==> src/logic/wdg_pkg.sv <==
// Constants shared by the watchdog reset timer
package wdg_pkg;

    // ------------------------------------------------------------
    // Register map
    // ------------------------------------------------------------
    localparam logic [7:0] CONTROL_OFFSET      = 8'h2a;
    localparam logic [7:0] STATUS_OFFSET       = 8'h2b;
    localparam logic [7:0] EVENT_STATUS_OFFSET = 8'h2c;
    localparam logic [7:0] EVENT_CLEAR_OFFSET  = 8'h2d;
    localparam logic [7:0] EVENT_ENABLE_OFFSET = 8'h2e;

    // ------------------------------------------------------------
    // Field layout and reset values
    // ------------------------------------------------------------
    localparam int         ARM_BIT_POS       = 7;
    localparam int         COUNTER_TOP_POS   = 6;
    localparam int         FLAG_POS          = 0;
    localparam logic [7:0] CONTROL_RESET     = 8'h7f;
    localparam logic [7:0] STATUS_RESET      = 8'h00;
    localparam logic [6:0] ROLL_FROM         = 7'h40;
    localparam logic [6:0] COUNT_STEP        = 7'h01;

    // Event bits of the interrupt registers
    localparam int         EVENT_WIDTH       = 3;
    localparam int         EV_TIMEOUT        = 0;
    localparam int         EV_SOFT_RESET     = 1;
    localparam int         EV_HALT_RESET     = 2;
    localparam logic [2:0] EVENT_RESET       = 3'h0;

    // ------------------------------------------------------------
    // Timing
    // ------------------------------------------------------------
    localparam int         CLK_PERIOD_NS      = 20;
    localparam int         PRESCALE_CYCLES    = 12288;
    localparam int         PRESCALE_WIDTH     = 14;
    localparam int         RESET_PULSE_NS     = 500;
    localparam int         RESET_PULSE_CYCLES = (RESET_PULSE_NS + CLK_PERIOD_NS - 1)
                                                / CLK_PERIOD_NS;
    localparam int         PULSE_WIDTH        = 5;

    // Timeout figures at an 8 MHz CPU clock
    localparam int         REF_CPU_KHZ        = 8000;
    localparam int         TIMEOUT_MAX_US     = 98304;
    localparam int         TIMEOUT_MIN_US     = 1536;
    localparam int         TIMEOUT_MAX_STEPS  = TIMEOUT_MAX_US * REF_CPU_KHZ / 1000
                                                / PRESCALE_CYCLES;
    localparam int         TIMEOUT_MIN_STEPS  = TIMEOUT_MIN_US * REF_CPU_KHZ / 1000
                                                / PRESCALE_CYCLES;

endpackage : wdg_pkg
==> src/logic/watchdog_reset_timer.sv <==
// Software-refreshed watchdog that forces a system reset pulse
//
// Decided for this implementation: the address-and-strobe port.
`timescale 1ns/100ps
`default_nettype none

module watchdog_reset_timer
#(
    parameter int         PRESCALE                 = wdg_pkg::PRESCALE_CYCLES,
    parameter logic       HAS_LOW_VOLTAGE_DETECTOR = 1'b1
)
(
    input  wire logic     ref_clk,
    input  wire logic     nrst,
    input  wire logic     por_n,
    input  wire logic     hw_watchdog_option,
    input  wire logic     halt_exec,
    input  wire logic [7:0] addr,
    input  wire logic [7:0] wdata,
    input  wire logic     wr,
    input  wire logic     rd,
    output var  logic [7:0] rdata,
    output var  logic     reset_out_n,
    output wire logic     irq
);
    import wdg_pkg::*;

    // ------------------------------------------------------------
    // Internal state
    // ------------------------------------------------------------
    logic                      arm_bit;
    logic [6:0]                countdown;
    logic [PRESCALE_WIDTH-1:0] prescale;
    logic                      watchdog_reset_flag;
    logic [PULSE_WIDTH-1:0]    pulse_left;
    logic [EVENT_WIDTH-1:0]    ev_status;
    logic [EVENT_WIDTH-1:0]    ev_enable;

    logic                      ctrl_wr;
    logic                      tick;
    logic                      armed;
    logic                      fire_timeout;
    logic                      fire_soft;
    logic                      fire_halt;
    logic                      fire;
    logic [EVENT_WIDTH-1:0]    next_events;

    assign ctrl_wr = wr && (addr == CONTROL_OFFSET);
    assign tick    = (prescale == PRESCALE_WIDTH'(PRESCALE - 1));
    assign armed   = arm_bit || hw_watchdog_option;

    // Reset requests, ignored while a pulse is already running
    assign fire_timeout = nrst && reset_out_n && armed && tick && !ctrl_wr
                          && (countdown == ROLL_FROM);
    assign fire_soft    = nrst && reset_out_n && ctrl_wr
                          && (armed || wdata[ARM_BIT_POS])
                          && !wdata[COUNTER_TOP_POS];
    assign fire_halt    = nrst && reset_out_n && armed && halt_exec;
    assign fire         = fire_timeout || fire_soft || fire_halt;

    // ------------------------------------------------------------
    // Prescaler
    // ------------------------------------------------------------
    always_ff @(posedge ref_clk)
    begin
        if (!nrst || ctrl_wr || tick)
            prescale <= '0;
        else
            prescale <= prescale + PRESCALE_WIDTH'(1);
    end

    // ------------------------------------------------------------
    // Control register
    // ------------------------------------------------------------
    always_ff @(posedge ref_clk)
    begin
        if (!nrst)
        begin
            arm_bit   <= CONTROL_RESET[ARM_BIT_POS];
            countdown <= CONTROL_RESET[6:0];
        end
        else if (ctrl_wr)
        begin
            arm_bit   <= arm_bit || wdata[ARM_BIT_POS];
            countdown <= wdata[6:0];
        end
        else if (tick)
            countdown <= countdown - COUNT_STEP;
    end

    // ------------------------------------------------------------
    // Reset pulse; only power reset cuts it short
    // ------------------------------------------------------------
    always_ff @(posedge ref_clk)
    begin
        if (!por_n)
        begin
            reset_out_n <= 1'b1;
            pulse_left  <= '0;
        end
        else if (fire)
        begin
            reset_out_n <= 1'b0;
            pulse_left  <= PULSE_WIDTH'(RESET_PULSE_CYCLES - 1);
        end
        else if (pulse_left != '0)
            pulse_left  <= pulse_left - PULSE_WIDTH'(1);
        else
            reset_out_n <= 1'b1;
    end

    // ------------------------------------------------------------
    // Watchdog reset flag, survives system reset
    // ------------------------------------------------------------
    always_ff @(posedge ref_clk)
    begin
        if (!por_n)
            watchdog_reset_flag <= STATUS_RESET[FLAG_POS];
        else if (fire && HAS_LOW_VOLTAGE_DETECTOR)
            watchdog_reset_flag <= 1'b1;
        else if (wr && (addr == STATUS_OFFSET) && !wdata[FLAG_POS])
            watchdog_reset_flag <= 1'b0;
    end

    // ------------------------------------------------------------
    // Interrupt status and enable
    // ------------------------------------------------------------
    always_comb
    begin
        next_events                = '0;
        next_events[EV_TIMEOUT]    = fire_timeout;
        next_events[EV_SOFT_RESET] = fire_soft;
        next_events[EV_HALT_RESET] = fire_halt;
    end

    always_ff @(posedge ref_clk)
    begin
        if (!por_n)
            ev_status <= EVENT_RESET;
        else if (wr && (addr == EVENT_CLEAR_OFFSET))
            ev_status <= (ev_status & ~wdata[EVENT_WIDTH-1:0]) | next_events;
        else
            ev_status <= ev_status | next_events;
    end

    always_ff @(posedge ref_clk)
    begin
        if (!por_n)
            ev_enable <= EVENT_RESET;
        else if (wr && (addr == EVENT_ENABLE_OFFSET))
            ev_enable <= wdata[EVENT_WIDTH-1:0];
    end

    assign irq = |(ev_status & ev_enable);

    // ------------------------------------------------------------
    // Read port
    // ------------------------------------------------------------
    always_ff @(posedge ref_clk)
    begin
        if (!nrst)
            rdata <= '0;
        else if (rd)
        begin
            unique case (addr)
                CONTROL_OFFSET:      rdata <= {arm_bit, countdown};
                STATUS_OFFSET:       rdata <= {7'h00, watchdog_reset_flag
                                               && HAS_LOW_VOLTAGE_DETECTOR};
                EVENT_STATUS_OFFSET: rdata <= {5'h00, ev_status};
                EVENT_ENABLE_OFFSET: rdata <= {5'h00, ev_enable};
                default:             rdata <= '0;
            endcase
        end
    end

    // ------------------------------------------------------------
    // Checks
    // ------------------------------------------------------------
    int unsigned since_load;
    int unsigned load_steps;

    always_ff @(posedge ref_clk)
    begin
        if (!nrst || ctrl_wr)
            since_load <= 0;
        else
            since_load <= since_load + 1;
    end

    always_ff @(posedge ref_clk)
    begin
        if (!nrst)
            load_steps <= 0;
        else if (ctrl_wr)
            load_steps <= 32'(wdata[5:0]) + 1;
    end

    a_count_step: assert property (@(posedge ref_clk) disable iff (!nrst)
        (tick && !ctrl_wr) |=> (countdown == $past(countdown) - COUNT_STEP)
                               && (prescale == '0))
        else $error("countdown did not step on prescaler wrap");

    a_timeout_span: assert property (@(posedge ref_clk) disable iff (!nrst)
        (fire_timeout && load_steps != 0)
            |-> (since_load == load_steps * 32'(PRESCALE) - 1))
        else $error("timeout came at the wrong cycle count");

    a_roll_reset: assert property (@(posedge ref_clk) disable iff (!nrst)
        (reset_out_n && armed && tick && !ctrl_wr && countdown == 7'h40)
            |=> !reset_out_n)
        else $error("armed roll from 40h did not start reset");

    a_pulse_len: assert property (@(posedge ref_clk) disable iff (!por_n)
        $fell(reset_out_n) |-> (!reset_out_n)[*8] ##17 !reset_out_n ##1 reset_out_n)
        else $error("reset pulse length is not 25 cycles");

    a_disarm_reset: assert property (@(posedge ref_clk) disable iff (!por_n)
        !nrst |=> !arm_bit && countdown == 7'h7f)
        else $error("control not at 7Fh after reset");

    a_arm_sticky: assert property (@(posedge ref_clk) disable iff (!nrst)
        (arm_bit && nrst) |=> arm_bit)
        else $error("arm bit cleared without reset");

    a_soft_reset: assert property (@(posedge ref_clk) disable iff (!nrst)
        (reset_out_n && ctrl_wr && wdata[7] && !wdata[6]) |=> !reset_out_n)
        else $error("software reset write did not reset");

    a_halt_reset: assert property (@(posedge ref_clk) disable iff (!nrst)
        (reset_out_n && halt_exec && (arm_bit || hw_watchdog_option))
            |=> !reset_out_n)
        else $error("halt while armed did not reset");

    a_hw_option: assert property (@(posedge ref_clk) disable iff (!nrst)
        (reset_out_n && hw_watchdog_option && !arm_bit && tick && !ctrl_wr
         && countdown == 7'h40) |=> !reset_out_n)
        else $error("hardware option did not force reset");

    a_flag_set: assert property (@(posedge ref_clk) disable iff (!por_n)
        (fire && HAS_LOW_VOLTAGE_DETECTOR) |=> watchdog_reset_flag ##1 watchdog_reset_flag
            || $past(wr))
        else $error("watchdog reset flag not set");

    a_status_unused: assert property (@(posedge ref_clk) disable iff (!nrst)
        (rd && addr == 8'h2b && !HAS_LOW_VOLTAGE_DETECTOR) |=> rdata == 8'h00)
        else $error("status read nonzero without detector");

    a_write_load: assert property (@(posedge ref_clk) disable iff (!nrst)
        ctrl_wr |=> countdown == $past(wdata[6:0]) && prescale == '0)
        else $error("control write did not load countdown");

    // ------------------------------------------------------------
    // Flag, events and disarmed state
    // ------------------------------------------------------------
    a_flag_survive: assert property (@(posedge ref_clk) disable iff (!por_n)
        (!nrst && watchdog_reset_flag && !(wr && addr == STATUS_OFFSET))
            |=> watchdog_reset_flag)
        else $error("watchdog reset flag lost during system reset");

    a_flag_clear: assert property (@(posedge ref_clk) disable iff (!por_n)
        (wr && addr == STATUS_OFFSET && !wdata[FLAG_POS] && !fire)
            |=> !watchdog_reset_flag)
        else $error("status write did not clear the flag");

    a_status_read: assert property (@(posedge ref_clk) disable iff (!nrst)
        (rd && addr == STATUS_OFFSET && HAS_LOW_VOLTAGE_DETECTOR)
            |=> rdata[FLAG_POS] == $past(watchdog_reset_flag) && rdata[7:1] == 7'h00)
        else $error("status read does not show the flag");

    a_halt_disarmed: assert property (@(posedge ref_clk) disable iff (!nrst)
        (reset_out_n && halt_exec && !arm_bit && !hw_watchdog_option && !ctrl_wr)
            |=> reset_out_n)
        else $error("halt while disarmed started a reset");

    a_disarmed_quiet: assert property (@(posedge ref_clk) disable iff (!nrst)
        (reset_out_n && !arm_bit && !hw_watchdog_option && !ctrl_wr)
            |=> reset_out_n)
        else $error("disarmed watchdog started a reset");

    a_event_timeout: assert property (@(posedge ref_clk) disable iff (!por_n)
        fire_timeout |=> ev_status[EV_TIMEOUT])
        else $error("timeout event not recorded");

    a_event_soft: assert property (@(posedge ref_clk) disable iff (!por_n)
        fire_soft |=> ev_status[EV_SOFT_RESET])
        else $error("software reset event not recorded");

    a_event_halt: assert property (@(posedge ref_clk) disable iff (!por_n)
        fire_halt |=> ev_status[EV_HALT_RESET])
        else $error("halt reset event not recorded");

endmodule : watchdog_reset_timer

`default_nettype wire

==> config.mk <==
export PLATFORM = sky130hd
export DESIGN_NAME = watchdog_reset_timer
export DESIGN_NICKNAME = d
export VERILOG_FILES = /design/src/logic/wdg_pkg.sv /design/src/logic/watchdog_reset_timer.sv
export SDC_FILE = /design/constraint.sdc
export NUM_CORES = 1
export LEC_CHECK = 0
export BUFFER_PORTS_ARGS = -buffer_cell sky130_fd_sc_hd__buf_2
export CORE_MARGIN = 4
export CORE_UTILIZATION = 34
export DETAILED_ROUTE_END_ITERATION = 8
export REMOVE_ABC_BUFFERS = 1
export SYNTH_ARGS = -nofsm -noshare
export SYNTH_HDL_FRONTEND = slang
export SYNTH_SLANG_ARGS = --single-unit
==> constraint.sdc <==
create_clock -name ref_clk -period 3.5 [get_ports ref_clk]
set_clock_uncertainty 0.05 [all_clocks]
set_input_delay 0 -clock ref_clk [delete_from_list [all_inputs] [get_ports ref_clk]]
set_output_delay 0 -clock ref_clk [all_outputs]
set_load 0.02 [all_outputs]
# After elaboration in Yosys (flattened, before gate mapping)
# Cells that the tools add are included.
# classes
bitwise_logic,6
reduce_logical,31
magnitude_cmp,0
n_div,0
addsub,3
n_shift,0
n_mul,0
n_mux,10
eq_ne,8
# op_table
cell,n
"8-bit by 6-bit equality test with 1-bit output, second input constant",5
8-bit case mux with 4 select lines,1
"14-bit by 1-bit adder with 14-bit output, second input constant",1
"14-bit equality test, second input constant",1
1-bit logical AND,14
7-bit 2-to-1 mux,2
5-bit 2-to-1 mux,2
"7-bit equality test, second input constant",1
1-bit logical OR,7
"7-bit by 1-bit subtractor with 7-bit output, second input constant",1
3-bit AND,2
3-bit bitwise OR,2
2-bit nonzero test,3
5-bit nonzero test,1
"5-bit by 1-bit subtractor with 5-bit output, second input constant",1
1-bit logical NOT,4
1-bit 2-to-1 mux,4
3-bit 2-to-1 mux,1
3-bit NOT,1
3-bit OR reduction,1
"2-bit != test, second input constant",1
2-bit OR reduction,1
1-bit NOT,1
# word_totals
mem_count,0
romBits,0
regBits,43
input_bits,23
latchBits,0
mem_bits_rw,0

# Depth between registers and ports, before layout
# depth
depth_word,8
ltp_mapped,7
ltp_nobuf,7

# Worst setup path after synthesis
# Ideal clock, no wire load.
# synth_path
path_type,register to register
startpoint,reg prescale[3]
endpoint,reg pulse_left[1]
arrival_time_ps,1488
setup_slack_ps,1846
setup_ps,115
required_ps,3335
period_less_slack_ps,1654
path_stages_with_launch,6
cell_sequence,dfxtp_1 -> nand4_4 -> nor4_4 -> and4_4 -> nor3_2 -> and3_1
# synth_via
elab_chain_cells,7
# synth_rtl
element,line,source
from (decl),watchdog_reset_timer.sv:33,logic [PRESCALE_WIDTH-1:0] prescale;
from (signal assigned),watchdog_reset_timer.sv:69,prescale <= prescale + PRESCALE_WIDTH'(1);
14-bit equality test,watchdog_reset_timer.sv:49,assign tick = (prescale == PRESCALE_WIDTH'(PRESCALE - 1));
1-bit logical AND (2 in a row),watchdog_reset_timer.sv:53,assign fire_timeout = nrst && reset_out_n && armed && tick && !ctrl_wr
1-bit logical AND,watchdog_reset_timer.sv:54,&& (countdown == ROLL_FROM);
1-bit logical OR (2 in a row),watchdog_reset_timer.sv:59,assign fire = fire_timeout || fire_soft || fire_halt;
2-bit OR reduction (no line),n/a,
to (signal assigned),watchdog_reset_timer.sv:104,pulse_left <= PULSE_WIDTH'(RESET_PULSE_CYCLES - 1);
to (signal assigned),watchdog_reset_timer.sv:107,pulse_left <= pulse_left - PULSE_WIDTH'(1);
to (decl),watchdog_reset_timer.sv:35,logic [PULSE_WIDTH-1:0] pulse_left;
# No other way between the ends.
# A chain may end at the register's enable or synchronous reset.

# Worst setup path after layout
# layout_path
startpoint,reg prescale[0]
endpoint,reg pulse_left[1]
# Same word-level chain as after synthesis.

==> flow_summary.toml <==
[run_status]
status = "finished, final reports clean"

[critical_path]
crit_family = "simple AND/OR/NAND/NOR gates"
endpoint_kind = "flop"
critPathKind = "reg2reg"
crit_path_start_kind = "flop"
cp_num_buf_inv = 0
cpMaxStageDelayCell = "nor3_1"
critPathMaxFanout = 6
crit_chain = "ha_1 > nand3_1 > nor3_1 > and4_4 > nor3_2 > and3_1"
cpPeakStageDelay_ns = 0.40
cp.required_ns = 3.64
reg2reg_slack_ns = 1.63
arrival_ns = 2.01

[synth]
synthFlopType = "dfxtp_1"
synthCells = 250
syn_area_sq_um = 2160
syn_area_per_cell_sq_um = 8.65
synth_edf_count = 0
ys_seq_area_share_pct = 39.8
postSynth.asyncResetShare_pct = 0
synth-seq-cells = 43
ys_types = 47
yosysWarnings = 0

[route]
wl_mm = 4.69
firstDrtPassIters = 5
first_iter_violations = 110
vias = 1867
drtAntennaViolNets = 0
drc = 0
wl_per_cell_microns = 12.8
vias_per_cell = 5.07

[global_routing]
track_usage_pct = 13.0
antenna_found_initial = 0
grt_max_degree = 23
overflow = 0
grt_pass1_vias = 1768
grt_pass1_wl_mm = 8.07

[place]
placed_cell_area_sq_um = 2380
gp_congestion = 0.785
pre_cts_slack_ns = 1.65
dp_hpwl_mm = 3.50
place_inst = 349
portBuffers = 32

[clock_network]
htreeDepth = 2
clockBufferDepth = 2
clkTransAtPathRegs_ns = 0.09
numCtsBuffers = 5
cts-root-buf = "clkbuf_8"
hold_buffers = 11
cts_tree = "built"
post_cts_resized = 0
cts_num_sinks = 43
insertion_delay_ns = 0.29
cts_setup_buffers = 0

[sta]
drv_slew = 0
relSlewSlack_pct = 58.3
finalWorstSetupSlack_ns = 1.63
fmax_mhz = 536
finalSetupViolCount = 0
fin_crit_sh_pct = 53.3
rsz0062_at_grt = "no"
finalCriticalPeriod_ns = 1.87
worst_pin_slew_ns = 0.620
finalSetupTns_ns = 0
finalHoldViolations = 0

[power_and_ir_drop]
p_int_w = 0.000808
leakage_nw = 1.12
power.switching_w = 0.000282
power_density_nw_per_um2 = 418
switching_share_pct = 25.9
irDropWorstVdd_uv = 243
combPwrFrac_pct = 15.3
clkPwrFrac_pct = 35.8
pwr-share-seq_pct = 48.9

[finish]
drive_gt1_share_pct = 18.1
layout.nets = 319
area_delta_synth_final_pct = 20.5
finish.utilization_pct = 43.0
finalInstanceArea_sq_um = 2610
n_antenna_cell = 0
layoutNonFillerInstCount = 368

[die]
die_h_microns = 87.7
core_sq_um = 6060
core.rowCount = 28
initial_core_util_pct = 35.7
ios = 33
dieArea_sq_um = 7700
die_x_microns = 87.7

[min_path]
hp-class = "in2reg"

[job]
maxCapViolCount = 0
==> synth_stat cells (2+ instances only) <==
| master | n | share of area (%) |
|---|---|---|
| nand4_1 | 5 | 1.4 |
| and2_1 | 4 | 1.2 |
| nand3_1 | 8 | 1.9 |
| nor2b_1 | 16 | 4.6 |
| nor2_1 | 24 | 4.2 |
| mux2i_1 | 3 | 1.4 |
| nor3_1 | 6 | 1.4 |
| and3_1 | 7 | 2.0 |
| xnor2_1 | 5 | 2.0 |
| o22ai_1 | 2 | 0.58 |
| nor4_4 | 2 | 2.0 |
| buf_2 | 2 | 0.46 |
| ha_1 | 4 | 2.3 |
| a21oi_1 | 15 | 3.5 |
| and4_1 | 4 | 1.6 |
| nand2b_1 | 3 | 0.87 |
| mux2_2 | 2 | 1.0 |
| o21ai_0 | 11 | 2.5 |
| a21boi_1 | 3 | 1.0 |
| o41ai_1 | 2 | 0.81 |
| clkbuf_1 | 6 | 1.0 |
| inv_1 | 13 | 2.3 |
| a31oi_1 | 3 | 0.87 |
| nand2_1 | 20 | 3.5 |
| dfxtp_1 | 43 | 40 |
| nor3b_1 | 3 | 1.0 |
| xor2_1 | 7 | 2.8 |
| o211ai_1 | 2 | 0.69 |
| a22oi_1 | 4 | 1.4 |
| a21o_1 | 3 | 1.0 |
| or3_1 | 2 | 0.58 |
==> state kept, by name (all words and copies together), names as in the netlist <==
register             cells
prescale                14
rdata                    8
countdown                7
pulse_left               5
ev_enable                3
ev_status                3
arm_bit                  1
reset_out_n              1
watchdog_reset_flag      1
==> kinds of logic after synthesis <==
group	Yosys count	synth area share, %
AND/OR/NAND/NOR	115	32.5
AO/OA/AOI/OAI	50	14.3
flip-flops	43	39.8
buffers and inverters	21	3.76
XOR/XNOR	12	4.86
multiplexers	5	2.43
adder cells (fa/ha/maj)	4	2.31
==> layout by cell type, fill, tap and decap left out, drive strengths merged, types with 5 or more instances in the layout <==
cell type    netlist  layout
dfxtp             43      43
buf                2      32
nor2              24      24
nand2             20      20
nor2b             17      17
a21oi             15      15
inv               13      13
o21ai             12      12
dlygate4sd3        0      11
nand3              8       8
nor3               8       8
and3               7       7
xor2               7       7
nand4              7       7
xnor2              5       5
clkbuf             6       5
and4               5       5
==> worst register-to-register path: stages, from the launching register on <==
cell and delay [ns]:
dfxtp_1 0.35, ha_1 0.24, nand3_1 0.11, nor3_1 0.40
and4_4 0.34, nor3_2 0.07, and3_1 0.20
==> per-layer routing <==
layer	track usage [%]	wire length, microns	vias up
li1	-	-	961
met1	17.9	2380	864
met2	20.7	2070	37
met3	2.63	192	5
met4	3.77	50	0
met5	0	0	-
==> area by class of cell <==
cell class,count,area (sq um)
tap,75,93.8
multi-input combinational,186,1220
clock inverter,3,43.8
fill,608,3450
sequential,43,861
inverter,13,48.8
timing repair buffer,43,270
clock buffer,5,68.8
==> path summary, 6_finish.rpt <==
check                                  from            end  cells past startpoint
worst max-delay path            prescale[0]  pulse_left[1]                      6
worst min-delay path              halt_exec    reset_out_n                      4
worst max register to register  prescale[0]  pulse_left[1]                      6
worst min register to register  prescale[0]    prescale[0]                      1
==> through the flow <==
stage	hold slack, ns	total power (W)
floorplan	0.0211	0.000650
global placement	0.176	0.000698
detailed placement	0.180	0.000702
CTS	0.00745	0.00110
global route	0.0352	0.00115
finish	0.00598	0.00109
==> power groups by stage <==
stage | clock network (W) | registers [W] | logic, W
2_1_floorplan | 0 | 0.000541 | 0.000109
4_1_cts | 0.000403 | 0.000533 | 0.000169
3_5_place_dp | 0 | 0.000545 | 0.000158
6_report | 0.000390 | 0.000532 | 0.000167
3_3_place_gp | 0 | 0.000543 | 0.000155
5_1_grt | 0.000424 | 0.000536 | 0.000194
(Power assumes the default switching activity.)
